File: src/core/crc_bc4_cfg.svh
// Constants for the burst-chop-4 write checksum checker
// Notes on behaviour
// - A2 picks which half carries critical data
// - x4: sixteen real bits, rest tied one
// - A2 high: lane bits land in upper nibble
// - x8: thirty-six real inputs, rest ones
// - A2 low: mask lane in bits 67:64
// - A2 high: mask lane in bits 71:68
// - x16: two identical trees, 36 inputs each
// - x16 A2 low: upper mask in 139:136
// - x16 A2 high: upper mask in 143:140
// - x4: checksum in transfers eight and nine
// - x8: checksum in transfer eight only
// - x16: upper lanes carry checksum high byte
// - Checksum polynomial x^8+x^2+x+1 over 72
// - Start at zero, bit 71 first
// - High byte covers tree inputs 72 to 143
`ifndef CRC_BC4_CFG_SVH
`define CRC_BC4_CFG_SVH

`define CRC_POLY        8'h07
`define CRC_INIT        8'h00
`define TREE_BITS       72
`define LANE_BITS       8
`define DQ_LANES        8
`define X4_LANES        4
`define MASK_LANE       8
`define BC4_BEATS       4
`define CRC_BEAT_LO     4'h8
`define CRC_BEAT_HI     4'h9
`define LAST_DATA_BEAT  4'h3
`define CRITICAL_UPPER  4
`define FIFO_DEPTH      16

`endif

File: src/core/crc_bc4_pkg.sv
// Types shared by the burst-chop-4 write checksum checker
package crc_bc4_pkg;

    typedef enum logic [1:0] {
        ORG_X4,
        ORG_X8,
        ORG_X16
    } org_t;

    typedef enum logic {
        PH_IDLE,
        PH_BURST
    } phase_t;

    // One transfer as sampled from the pins
    typedef struct packed {
        logic [1:0]  mask;
        logic [15:0] dq;
    } beat_t;

    // One checked write, handed on through the FIFO
    typedef struct packed {
        logic                 crc_err;
        logic                 a2;
        logic [3:0][1:0]      mask;
        logic [3:0][15:0]     data;
    } result_t;

endpackage : crc_bc4_pkg

File: src/core/crc_bc4_check.sv
// Burst-chop-4 write checksum mapping and check, device side
`timescale 1ns/1ps
`default_nettype none
`include "crc_bc4_cfg.svh"

module crc_bc4_check #(
    parameter int FIFO_DEPTH = `FIFO_DEPTH
) (
    input  wire logic                i_mclk,
    input  wire logic                i_reset_n,
    input  wire logic                i_crc_bc4_en,
    input  wire crc_bc4_pkg::org_t   i_org,
    input  wire logic                i_dm_dbi_en,
    input  wire logic                i_start,
    input  wire logic                i_a2,
    input  wire logic                i_beat_valid,
    input  wire crc_bc4_pkg::beat_t  i_beat,
    output logic                     o_beat_ready,
    output logic                     o_crc_error,
    output logic                     o_frame_done,
    output logic [15:0]              o_crc_calc,
    output logic [15:0]              o_crc_rx,
    output logic                     o_out_valid,
    input  wire logic                i_out_ready,
    output crc_bc4_pkg::result_t     o_out_data
);

    import crc_bc4_pkg::*;

    typedef struct packed {
        phase_t            phase;
        logic [3:0]        beat;
        logic              a2;
        org_t              org;
        logic              mask_use;
        logic [3:0][15:0]  dq;
        logic [3:0][1:0]   mask;
        logic [15:0]       crc_beat8;
        logic              crc_err;
        logic              done;
        logic [15:0]       crc_calc;
        logic [15:0]       crc_rx;
    } chk_st_t;

    // Serial form of the 72-bit tree, first bit is the top one
    function automatic logic [7:0] crc8_tree(input logic [`TREE_BITS-1:0] d);
        logic [7:0] c;
        logic       fb;
        c = `CRC_INIT;
        for (int i = `TREE_BITS - 1; i >= 0; i--) begin
            fb = d[i] ^ c[7];
            c  = {c[6:0], 1'b0} ^ (fb ? `CRC_POLY : 8'h00);
        end
        return c;
    endfunction : crc8_tree

    // Places four transfers of one byte group onto tree inputs
    function automatic logic [`TREE_BITS-1:0] map_tree(
        input logic [3:0][7:0] beats,
        input logic [3:0]      mbits,
        input logic            a2,
        input logic            mask_use,
        input logic            x4
    );
        logic [`TREE_BITS-1:0] t;
        int                    base;
        t    = '1;
        base = a2 ? `CRITICAL_UPPER : 0;
        for (int l = 0; l < `DQ_LANES; l++) begin
            for (int b = 0; b < `BC4_BEATS; b++) begin
                if (!x4 || l < `X4_LANES) begin
                    t[`LANE_BITS * l + base + b] = beats[b][l];
                end
            end
        end
        // Mask lane only counts when mask or inversion is on
        for (int b = 0; b < `BC4_BEATS; b++) begin
            t[`LANE_BITS * `MASK_LANE + base + b] = mask_use ? mbits[b] : 1'b1;
        end
        return t;
    endfunction : map_tree

    logic                  rst_meta_reg;
    logic                  rst_sync_reg;
    chk_st_t               st_reg;
    chk_st_t               st_next;
    logic                  fifo_ready;
    logic                  accept;
    logic                  push;
    result_t               push_data;
    logic [3:0][7:0]       lo_beats;
    logic [3:0][7:0]       hi_beats;
    logic [3:0]            lo_mask;
    logic [3:0]            hi_mask;
    logic [`TREE_BITS-1:0] tree_lo;
    logic [`TREE_BITS-1:0] tree_hi;
    logic [7:0]            calc_lo;
    logic [7:0]            calc_hi;
    logic [15:0]           rx_crc;
    logic                  mismatch;

    // Reset is released through two flops
    always_ff @(posedge i_mclk or negedge i_reset_n) begin
        if (!i_reset_n) begin
            rst_meta_reg <= 1'b0;
            rst_sync_reg <= 1'b0;
        end else begin
            rst_meta_reg <= 1'b1;
            rst_sync_reg <= rst_meta_reg;
        end
    end

    // Full FIFO stalls the whole burst, not just the last beat
    assign o_beat_ready = fifo_ready;
    assign accept       = i_beat_valid && fifo_ready;

    // Split captured transfers into lower and upper byte groups
    always_comb begin
        lo_beats = '0;
        hi_beats = '0;
        lo_mask  = '0;
        hi_mask  = '0;
        for (int b = 0; b < `BC4_BEATS; b++) begin
            lo_beats[b] = st_reg.dq[b][7:0];
            hi_beats[b] = st_reg.dq[b][15:8];
            lo_mask[b]  = st_reg.mask[b][0];
            hi_mask[b]  = st_reg.mask[b][1];
        end
    end

    assign tree_lo = map_tree(lo_beats, lo_mask, st_reg.a2, st_reg.mask_use,
                              st_reg.org == ORG_X4);
    // Second tree is the same logic on the upper group
    assign tree_hi = map_tree(hi_beats, hi_mask, st_reg.a2, st_reg.mask_use,
                              1'b0);
    assign calc_lo = crc8_tree(tree_lo);
    assign calc_hi = crc8_tree(tree_hi);

    // Received checksum, assembled as the organisation places it
    always_comb begin
        rx_crc = '0;
        unique case (st_reg.org)
            ORG_X4: begin
                rx_crc[3:0] = st_reg.crc_beat8[3:0];
                rx_crc[7:4] = i_beat.dq[3:0];
            end
            ORG_X8: begin
                rx_crc[7:0] = st_reg.crc_beat8[7:0];
            end
            ORG_X16: begin
                rx_crc = st_reg.crc_beat8;
            end
            default: begin
                rx_crc = st_reg.crc_beat8;
            end
        endcase
    end

    assign mismatch = (calc_lo != rx_crc[7:0])
                    || ((st_reg.org == ORG_X16) && (calc_hi != rx_crc[15:8]));

    assign push = accept && (st_reg.phase == PH_BURST) && (st_reg.beat == `CRC_BEAT_HI);

    always_comb begin
        push_data         = '0;
        push_data.data    = st_reg.dq;
        push_data.mask    = st_reg.mask;
        push_data.a2      = st_reg.a2;
        push_data.crc_err = mismatch;
    end

    always_comb begin
        st_next      = st_reg;
        st_next.done = 1'b0;
        st_next.crc_err = 1'b0;
        unique case (st_reg.phase)
            PH_IDLE: begin
                // Only a flagged first transfer opens a burst
                if (accept && i_start && i_crc_bc4_en) begin
                    st_next.phase    = PH_BURST;
                    st_next.beat     = 4'h1;
                    st_next.a2       = i_a2;
                    st_next.org      = i_org;
                    // Narrowest part has no mask lane at all
                    st_next.mask_use = i_dm_dbi_en && (i_org != ORG_X4);
                    st_next.dq       = '1;
                    st_next.mask     = '1;
                    st_next.dq[0]    = i_beat.dq;
                    st_next.mask[0]  = i_beat.mask;
                end
            end
            PH_BURST: begin
                if (accept) begin
                    st_next.beat = st_reg.beat + 4'h1;
                    if (st_reg.beat <= `LAST_DATA_BEAT) begin
                        st_next.dq[st_reg.beat[1:0]]   = i_beat.dq;
                        st_next.mask[st_reg.beat[1:0]] = i_beat.mask;
                    end
                    // Transfers four to seven carry ones and are skipped
                    if (st_reg.beat == `CRC_BEAT_LO) begin
                        st_next.crc_beat8 = i_beat.dq;
                    end
                    if (st_reg.beat == `CRC_BEAT_HI) begin
                        st_next.phase    = PH_IDLE;
                        st_next.beat     = 4'h0;
                        st_next.done     = 1'b1;
                        st_next.crc_err  = mismatch;
                        st_next.crc_calc = {(st_reg.org == ORG_X16) ? calc_hi : 8'h00,
                                            calc_lo};
                        st_next.crc_rx   = rx_crc;
                    end
                end
            end
        endcase
    end

    always_ff @(posedge i_mclk or negedge rst_sync_reg) begin
        if (!rst_sync_reg) begin
            st_reg <= '0;
        end else begin
            st_reg <= st_next;
        end
    end

    assign o_crc_error  = st_reg.crc_err;
    assign o_frame_done = st_reg.done;
    assign o_crc_calc   = st_reg.crc_calc;
    assign o_crc_rx     = st_reg.crc_rx;

    crc_bc4_fifo #(
        .WIDTH ($bits(result_t)),
        .DEPTH (FIFO_DEPTH)
    ) u_fifo (
        .i_mclk  (i_mclk),
        .i_rst_n (rst_sync_reg),
        .i_valid (push),
        .o_ready (fifo_ready),
        .i_data  (push_data),
        .o_valid (o_out_valid),
        .i_ready (i_out_ready),
        .o_data  (o_out_data)
    );

endmodule : crc_bc4_check

`default_nettype wire

File: src/core/crc_bc4_fifo.sv
// Result FIFO with registered read data
`timescale 1ns/1ps
`default_nettype none

module crc_bc4_fifo #(
    parameter int WIDTH = 74,
    parameter int DEPTH = 16
) (
    input  wire logic             i_mclk,
    input  wire logic             i_rst_n,
    input  wire logic             i_valid,
    output logic                  o_ready,
    input  wire logic [WIDTH-1:0] i_data,
    output logic                  o_valid,
    input  wire logic             i_ready,
    output logic [WIDTH-1:0]      o_data
);

    localparam int AW = (DEPTH > 1) ? $clog2(DEPTH) : 1;

    typedef struct packed {
        logic [AW-1:0]    wr;
        logic [AW-1:0]    rd;
        logic [AW:0]      count;
        logic             out_valid;
        logic [WIDTH-1:0] out_data;
    } fifo_st_t;

    localparam logic [AW:0]   FULL_COUNT = (AW + 1)'(DEPTH);
    localparam logic [AW-1:0] LAST_PTR   = AW'(DEPTH - 1);

    fifo_st_t         st_reg;
    fifo_st_t         st_next;
    logic [WIDTH-1:0] mem [DEPTH];
    logic             push;
    logic             load;

    // Output register holds a result too, so it counts toward capacity
    assign o_ready = (st_reg.count + (AW + 1)'(st_reg.out_valid)) < FULL_COUNT;
    assign o_valid = st_reg.out_valid;
    assign o_data  = st_reg.out_data;
    assign push    = i_valid && o_ready;
    // Output register refills as soon as it empties or drains
    assign load    = (st_reg.count != '0) && (!st_reg.out_valid || i_ready);

    always_comb begin
        st_next = st_reg;
        if (push) begin
            st_next.wr = (st_reg.wr == LAST_PTR) ? '0 : st_reg.wr + 1'b1;
        end
        if (load) begin
            st_next.rd        = (st_reg.rd == LAST_PTR) ? '0 : st_reg.rd + 1'b1;
            st_next.out_data  = mem[st_reg.rd];
            st_next.out_valid = 1'b1;
        end else if (i_ready) begin
            st_next.out_valid = 1'b0;
        end
        if (push && !load) begin
            st_next.count = st_reg.count + 1'b1;
        end else if (!push && load) begin
            st_next.count = st_reg.count - 1'b1;
        end
    end

    always_ff @(posedge i_mclk or negedge i_rst_n) begin
        if (!i_rst_n) begin
            st_reg <= '0;
        end else begin
            st_reg <= st_next;
        end
    end

    // Storage needs no reset; occupancy guards every read
    always_ff @(posedge i_mclk) begin
        if (push) begin
            mem[st_reg.wr] <= i_data;
        end
    end

endmodule : crc_bc4_fifo

`default_nettype wire

File: config.mk
export PLATFORM = sky130hd
export DESIGN_NAME = crc_bc4_check
export DESIGN_NICKNAME = d
export VERILOG_FILES = /design/src/core/crc_bc4_pkg.sv /design/src/core/crc_bc4_check.sv /design/src/core/crc_bc4_fifo.sv
export VERILOG_INCLUDE_DIRS = /design/src /design/src/core
export SDC_FILE = /design/constraint.sdc
export NUM_CORES = 2
export LEC_CHECK = 0
export ABC_AREA = 0
export ABC_CLOCK_PERIOD_IN_PS = 11900
export BUFFER_PORTS_ARGS = -buffer_cell sky130_fd_sc_hd__buf_4
export CAP_MARGIN = 20
export CORE_MARGIN = 8
export CORE_UTILIZATION = 55
export DETAILED_ROUTE_END_ITERATION = 6
export HOLD_SLACK_MARGIN = 0.1
export PLACE_DENSITY_LB_ADDON = 0.12
export SETUP_SLACK_MARGIN = 0.4
export SYNTH_ARGS = -nofsm -noshare
export SYNTH_HDL_FRONTEND = slang
export SYNTH_SLANG_ARGS = --single-unit
File: constraint.sdc
create_clock -name i_mclk -period 11.9 [get_ports i_mclk]
set_input_delay 1.19 -clock i_mclk [delete_from_list [all_inputs] [get_ports i_mclk]]
set_output_delay 1.19 -clock i_mclk [all_outputs]
set_load 0.02 [all_outputs]
==> summary.txt <==
=======================================================================================
Outcome                                                                    finished clean
Top post-synthesis cells by area                                           edfxtp_1, mux4_2, dfrtp_1
Depth of the CTS H-tree                                                               4
HP Class                                                                   input port to async pin
Kind of end point of the critical path                                        flip-flop
Maximum number of pins on one net before global-route repair                        104
Max-cap violations                                                                    0
Via count                                                                         30000
Total Die Area                                                              0.121 sq mm
Async set-reset flop share out of synthesis                                       15.7%
Number of sinks handled by clock tree synthesis                                    1405
Later-pin clock latency in the skew report                                      0.76 ns
Synth Flop Type                                                                edfxtp_1
Final Critical Period                                                           7.27 ns
Placement row count                                                                 121
Y dimension of the die                                                           347 um
Area taken by flip-flops and latches                                       0.0411 sq mm
Sequential share of the synthesized area                                          68.1%
Summed instance area of the synthesized netlist                            0.0603 sq mm
Number of buffers created by CTS                                                    143
Relative area change from synthesis to final layout                               10.8%
Number of buffers added on ports                                                    137
Fraction of the cycle the final worst path needs                                  61.1%
Launching point of the worst reg2reg path                                   st_reg[122]
Setup TNS                                                                          0 ns
Half-perimeter wire length after detailed placement                             82.7 mm
Post-detailed-route wirelength per cell                                         30.8 um
Number of nets in the final layout                                                 3284
Synth area leader                                                              edfxtp_1
Initial Util                                                                      55.4%
Clock slew seen by the registers of the worst setup and hold paths              0.07 ns
Synth warnings                                                                        0
Placeable core area                                                         0.109 sq mm
Worst Path Required                                                            12.13 ns
Width of the chip                                                                347 um
Synthesized netlist net count                                                      3231
Worst setup path start                                                      st_reg[122]
Post_cts resized                                                                      0
Layout fillers                                                                     7556
Aggregate routed wire length                                                     147 mm
Max Transition Viols Final                                                            0
Via count of the first global-routing pass                                        31300
Number of standard cells after synthesis                                           3193
Maximum achievable frequency                                                    137 MHz
Syn Area/Cell                                                                18.9 sq um
CTS tree                                                                            yes
Critical path arrival                                                           7.50 ns
Drc violations                                                                        0
Flip-flop count of the largest register after layout                               1184
Total congestion overflow                                                             0
First drt pass iteration count                                                        6
Final Hold Fails                                                                      0
Buffers inserted by post-CTS timing repair                                            0
Largest reg by FF count                                                      u_fifo.mem
Antenna cells                                                                         0
Setup violation total in the final timing report                                      0
Number of flops mapped to enable cells by yosys                                    1184
Worst clock skew                                                              0.0338 ns
Antenna violations before repair                                                      3
Fraction of final layout cells sized beyond drive strength 1                      28.1%
Antenna Violating Nets Remaining                                                      0
Number of violations reported at the end of detailed-routing iteration 0           3027
Combined global-route utilization of all metal layers                             24.4%
GPL Wtd Cong                                                                      0.881
Number of register bits inferred by synthesis                                      1405
Number of unique standard cell types used by synthesis                               85
Number of buffers on the longest clock path                                           3
Via density per instance                                                           6.27
Top fanout value on the critical path                                                32
Worst slew slack as a fraction of its limit                                       23.2%
Combined area of the multi-input logic cells                               0.0178 sq mm
First-pass GRT wire length                                                       215 mm
Root buf cell                                                                 clkbuf_16
Setup repair after global routing missed its margin                                  no
Number of hold-repair buffers added at the cts stage                                  0
Category of the critical setup timing path                                 flip-flop to flip-flop
Top Ports                                                                           138
Transition time at the pin with the least slew margin                           1.15 ns
Top-area cell type share of the netlist area                                      58.9%
Startpoint kind of the worst setup timing path                                flip-flop
=======================================================================================
-- cell type report --
type                    count  share of cell area, %
clock inverters            64                  0.983
repair buffers            185                   2.12
clock buffers             201                   6.04
well taps                1414                   2.65
multi-input cells        1496                   26.6
flip-flops and latches   1405                   61.5
inverters                  15                 0.0880
-- stage by stage --
step	worst slack, ns	utilization, %	cell area [sq um]	hold slack, ns	cells
2_1_floorplan	5.29	-	60300	0.331	3193
3_3_place_gp	4.98	57.1	62100	0.338	4515
3_5_place_dp	4.79	57.1	62100	0.336	4515
4_1_cts	4.72	61.4	66800	0.145	4780
5_1_grt	4.27	61.4	66800	0.167	4780
6_report	4.63	61.4	66800	0.205	4780
-- cell usage after synthesis (4+ instances only) --
library cell and n:
xor3_1 9, clkbuf_1 113, buf_4 115, and2_1 14
o22ai_1 5, mux2_2 109, nand2b_1 9, edfxtp_1 1184
a211oi_1 4, xnor3_2 9, inv_1 14, a211o_1 4
buf_2 10, xnor3_1 62, a21oi_1 141, xor2_1 92
a21o_1 6, nand2_1 107, a31oi_1 7, o21ai_0 39
o31ai_1 9, nor3_1 11, o21bai_1 4, nand3_1 20
mux4_2 370, dfrtp_1 221, buf_1 36, nor2b_1 11
xnor2_2 10, xnor2_1 200, mux2i_1 20, ha_1 9
and3_1 9, nor2_1 134
-- layer usage --
| layer | share of wire, % | GRT usage (%) |
|---|---|---|
| met1 | 44 | 35.4 |
| met2 | 47 | 38.2 |
| met3 | 6.7 | 4.62 |
| met4 | 2.8 | 7.30 |
| met5 | 0 | 0 |
-- path summary, 6_finish.rpt --
kind                                     endpoint  slack [ns]  cells past startpoint
worst max-delay path            u_fifo.mem[1][73]        4.63                     15
worst min-delay path                 rst_sync_reg        0.20                      1
worst max register to register  u_fifo.mem[1][73]        4.63                     15
worst min register to register       rst_sync_reg        0.36                      0
max in group asynchronous           push_data[72]        9.79                      2
min in group i_mclk                  rst_sync_reg        0.36                      0
-- layout by cell type, fill, tap and decap left out, types with 9 or more instances in the layout --
master        n
xnor2_2      10
nand2b_1      9
clkbuf_16   149
xnor3_2       9
clkinv_1     16
nand2_1     107
clkinv_2     21
xor3_1        9
clkbuf_1     40
mux2_2      109
clkbuf_8     11
buf_4       183
o21ai_0      39
nor3_1       10
xnor2_1     200
mux2i_1      20
nor2_1      131
dfrtp_1     215
ha_1          9
inv_1        14
a21oi_1     141
edfxtp_1   1184
and2_4       12
xor2_1       92
mux4_2      370
o31ai_1       9
nand3_1      19
bufinv_16     9
xnor3_1      62
nor2b_1      11
-- cell families (layout without fill, tap and decap cells) --
family	after synthesis	in the layout	synth area share, %
adder cells (fa/ha/maj)	10	10	0.220
multiplexers	499	499	16.2
flip-flops	1405	1405	68.1
XOR/XNOR	388	388	7.76
AO/OA/AOI/OAI	255	255	2.53
other	1	1	0.00622
AND/OR/NAND/NOR	343	343	2.59
buffers and inverters	292	465	2.59
-- worst max-delay path, stage by stage, from the launching register on --
cell      delay [ns]
dfrtp_1         1.04
nor2b_2         0.53
a221oi_1        0.21
xnor2_2         0.43
xnor3_1         0.49
xnor2_1         0.20
xnor3_1         0.35
xnor2_1         0.57
xnor3_1         0.49
xnor2_1         0.23
xnor3_2         0.36
xnor2_1         0.16
nor4bb_1        0.30
a211oi_1        0.09
o41ai_2         0.57
nand4_1         0.68
Power is not shown: default switching activity piles up to over one toggle a cycle in this logic, so the estimate is an artifact.
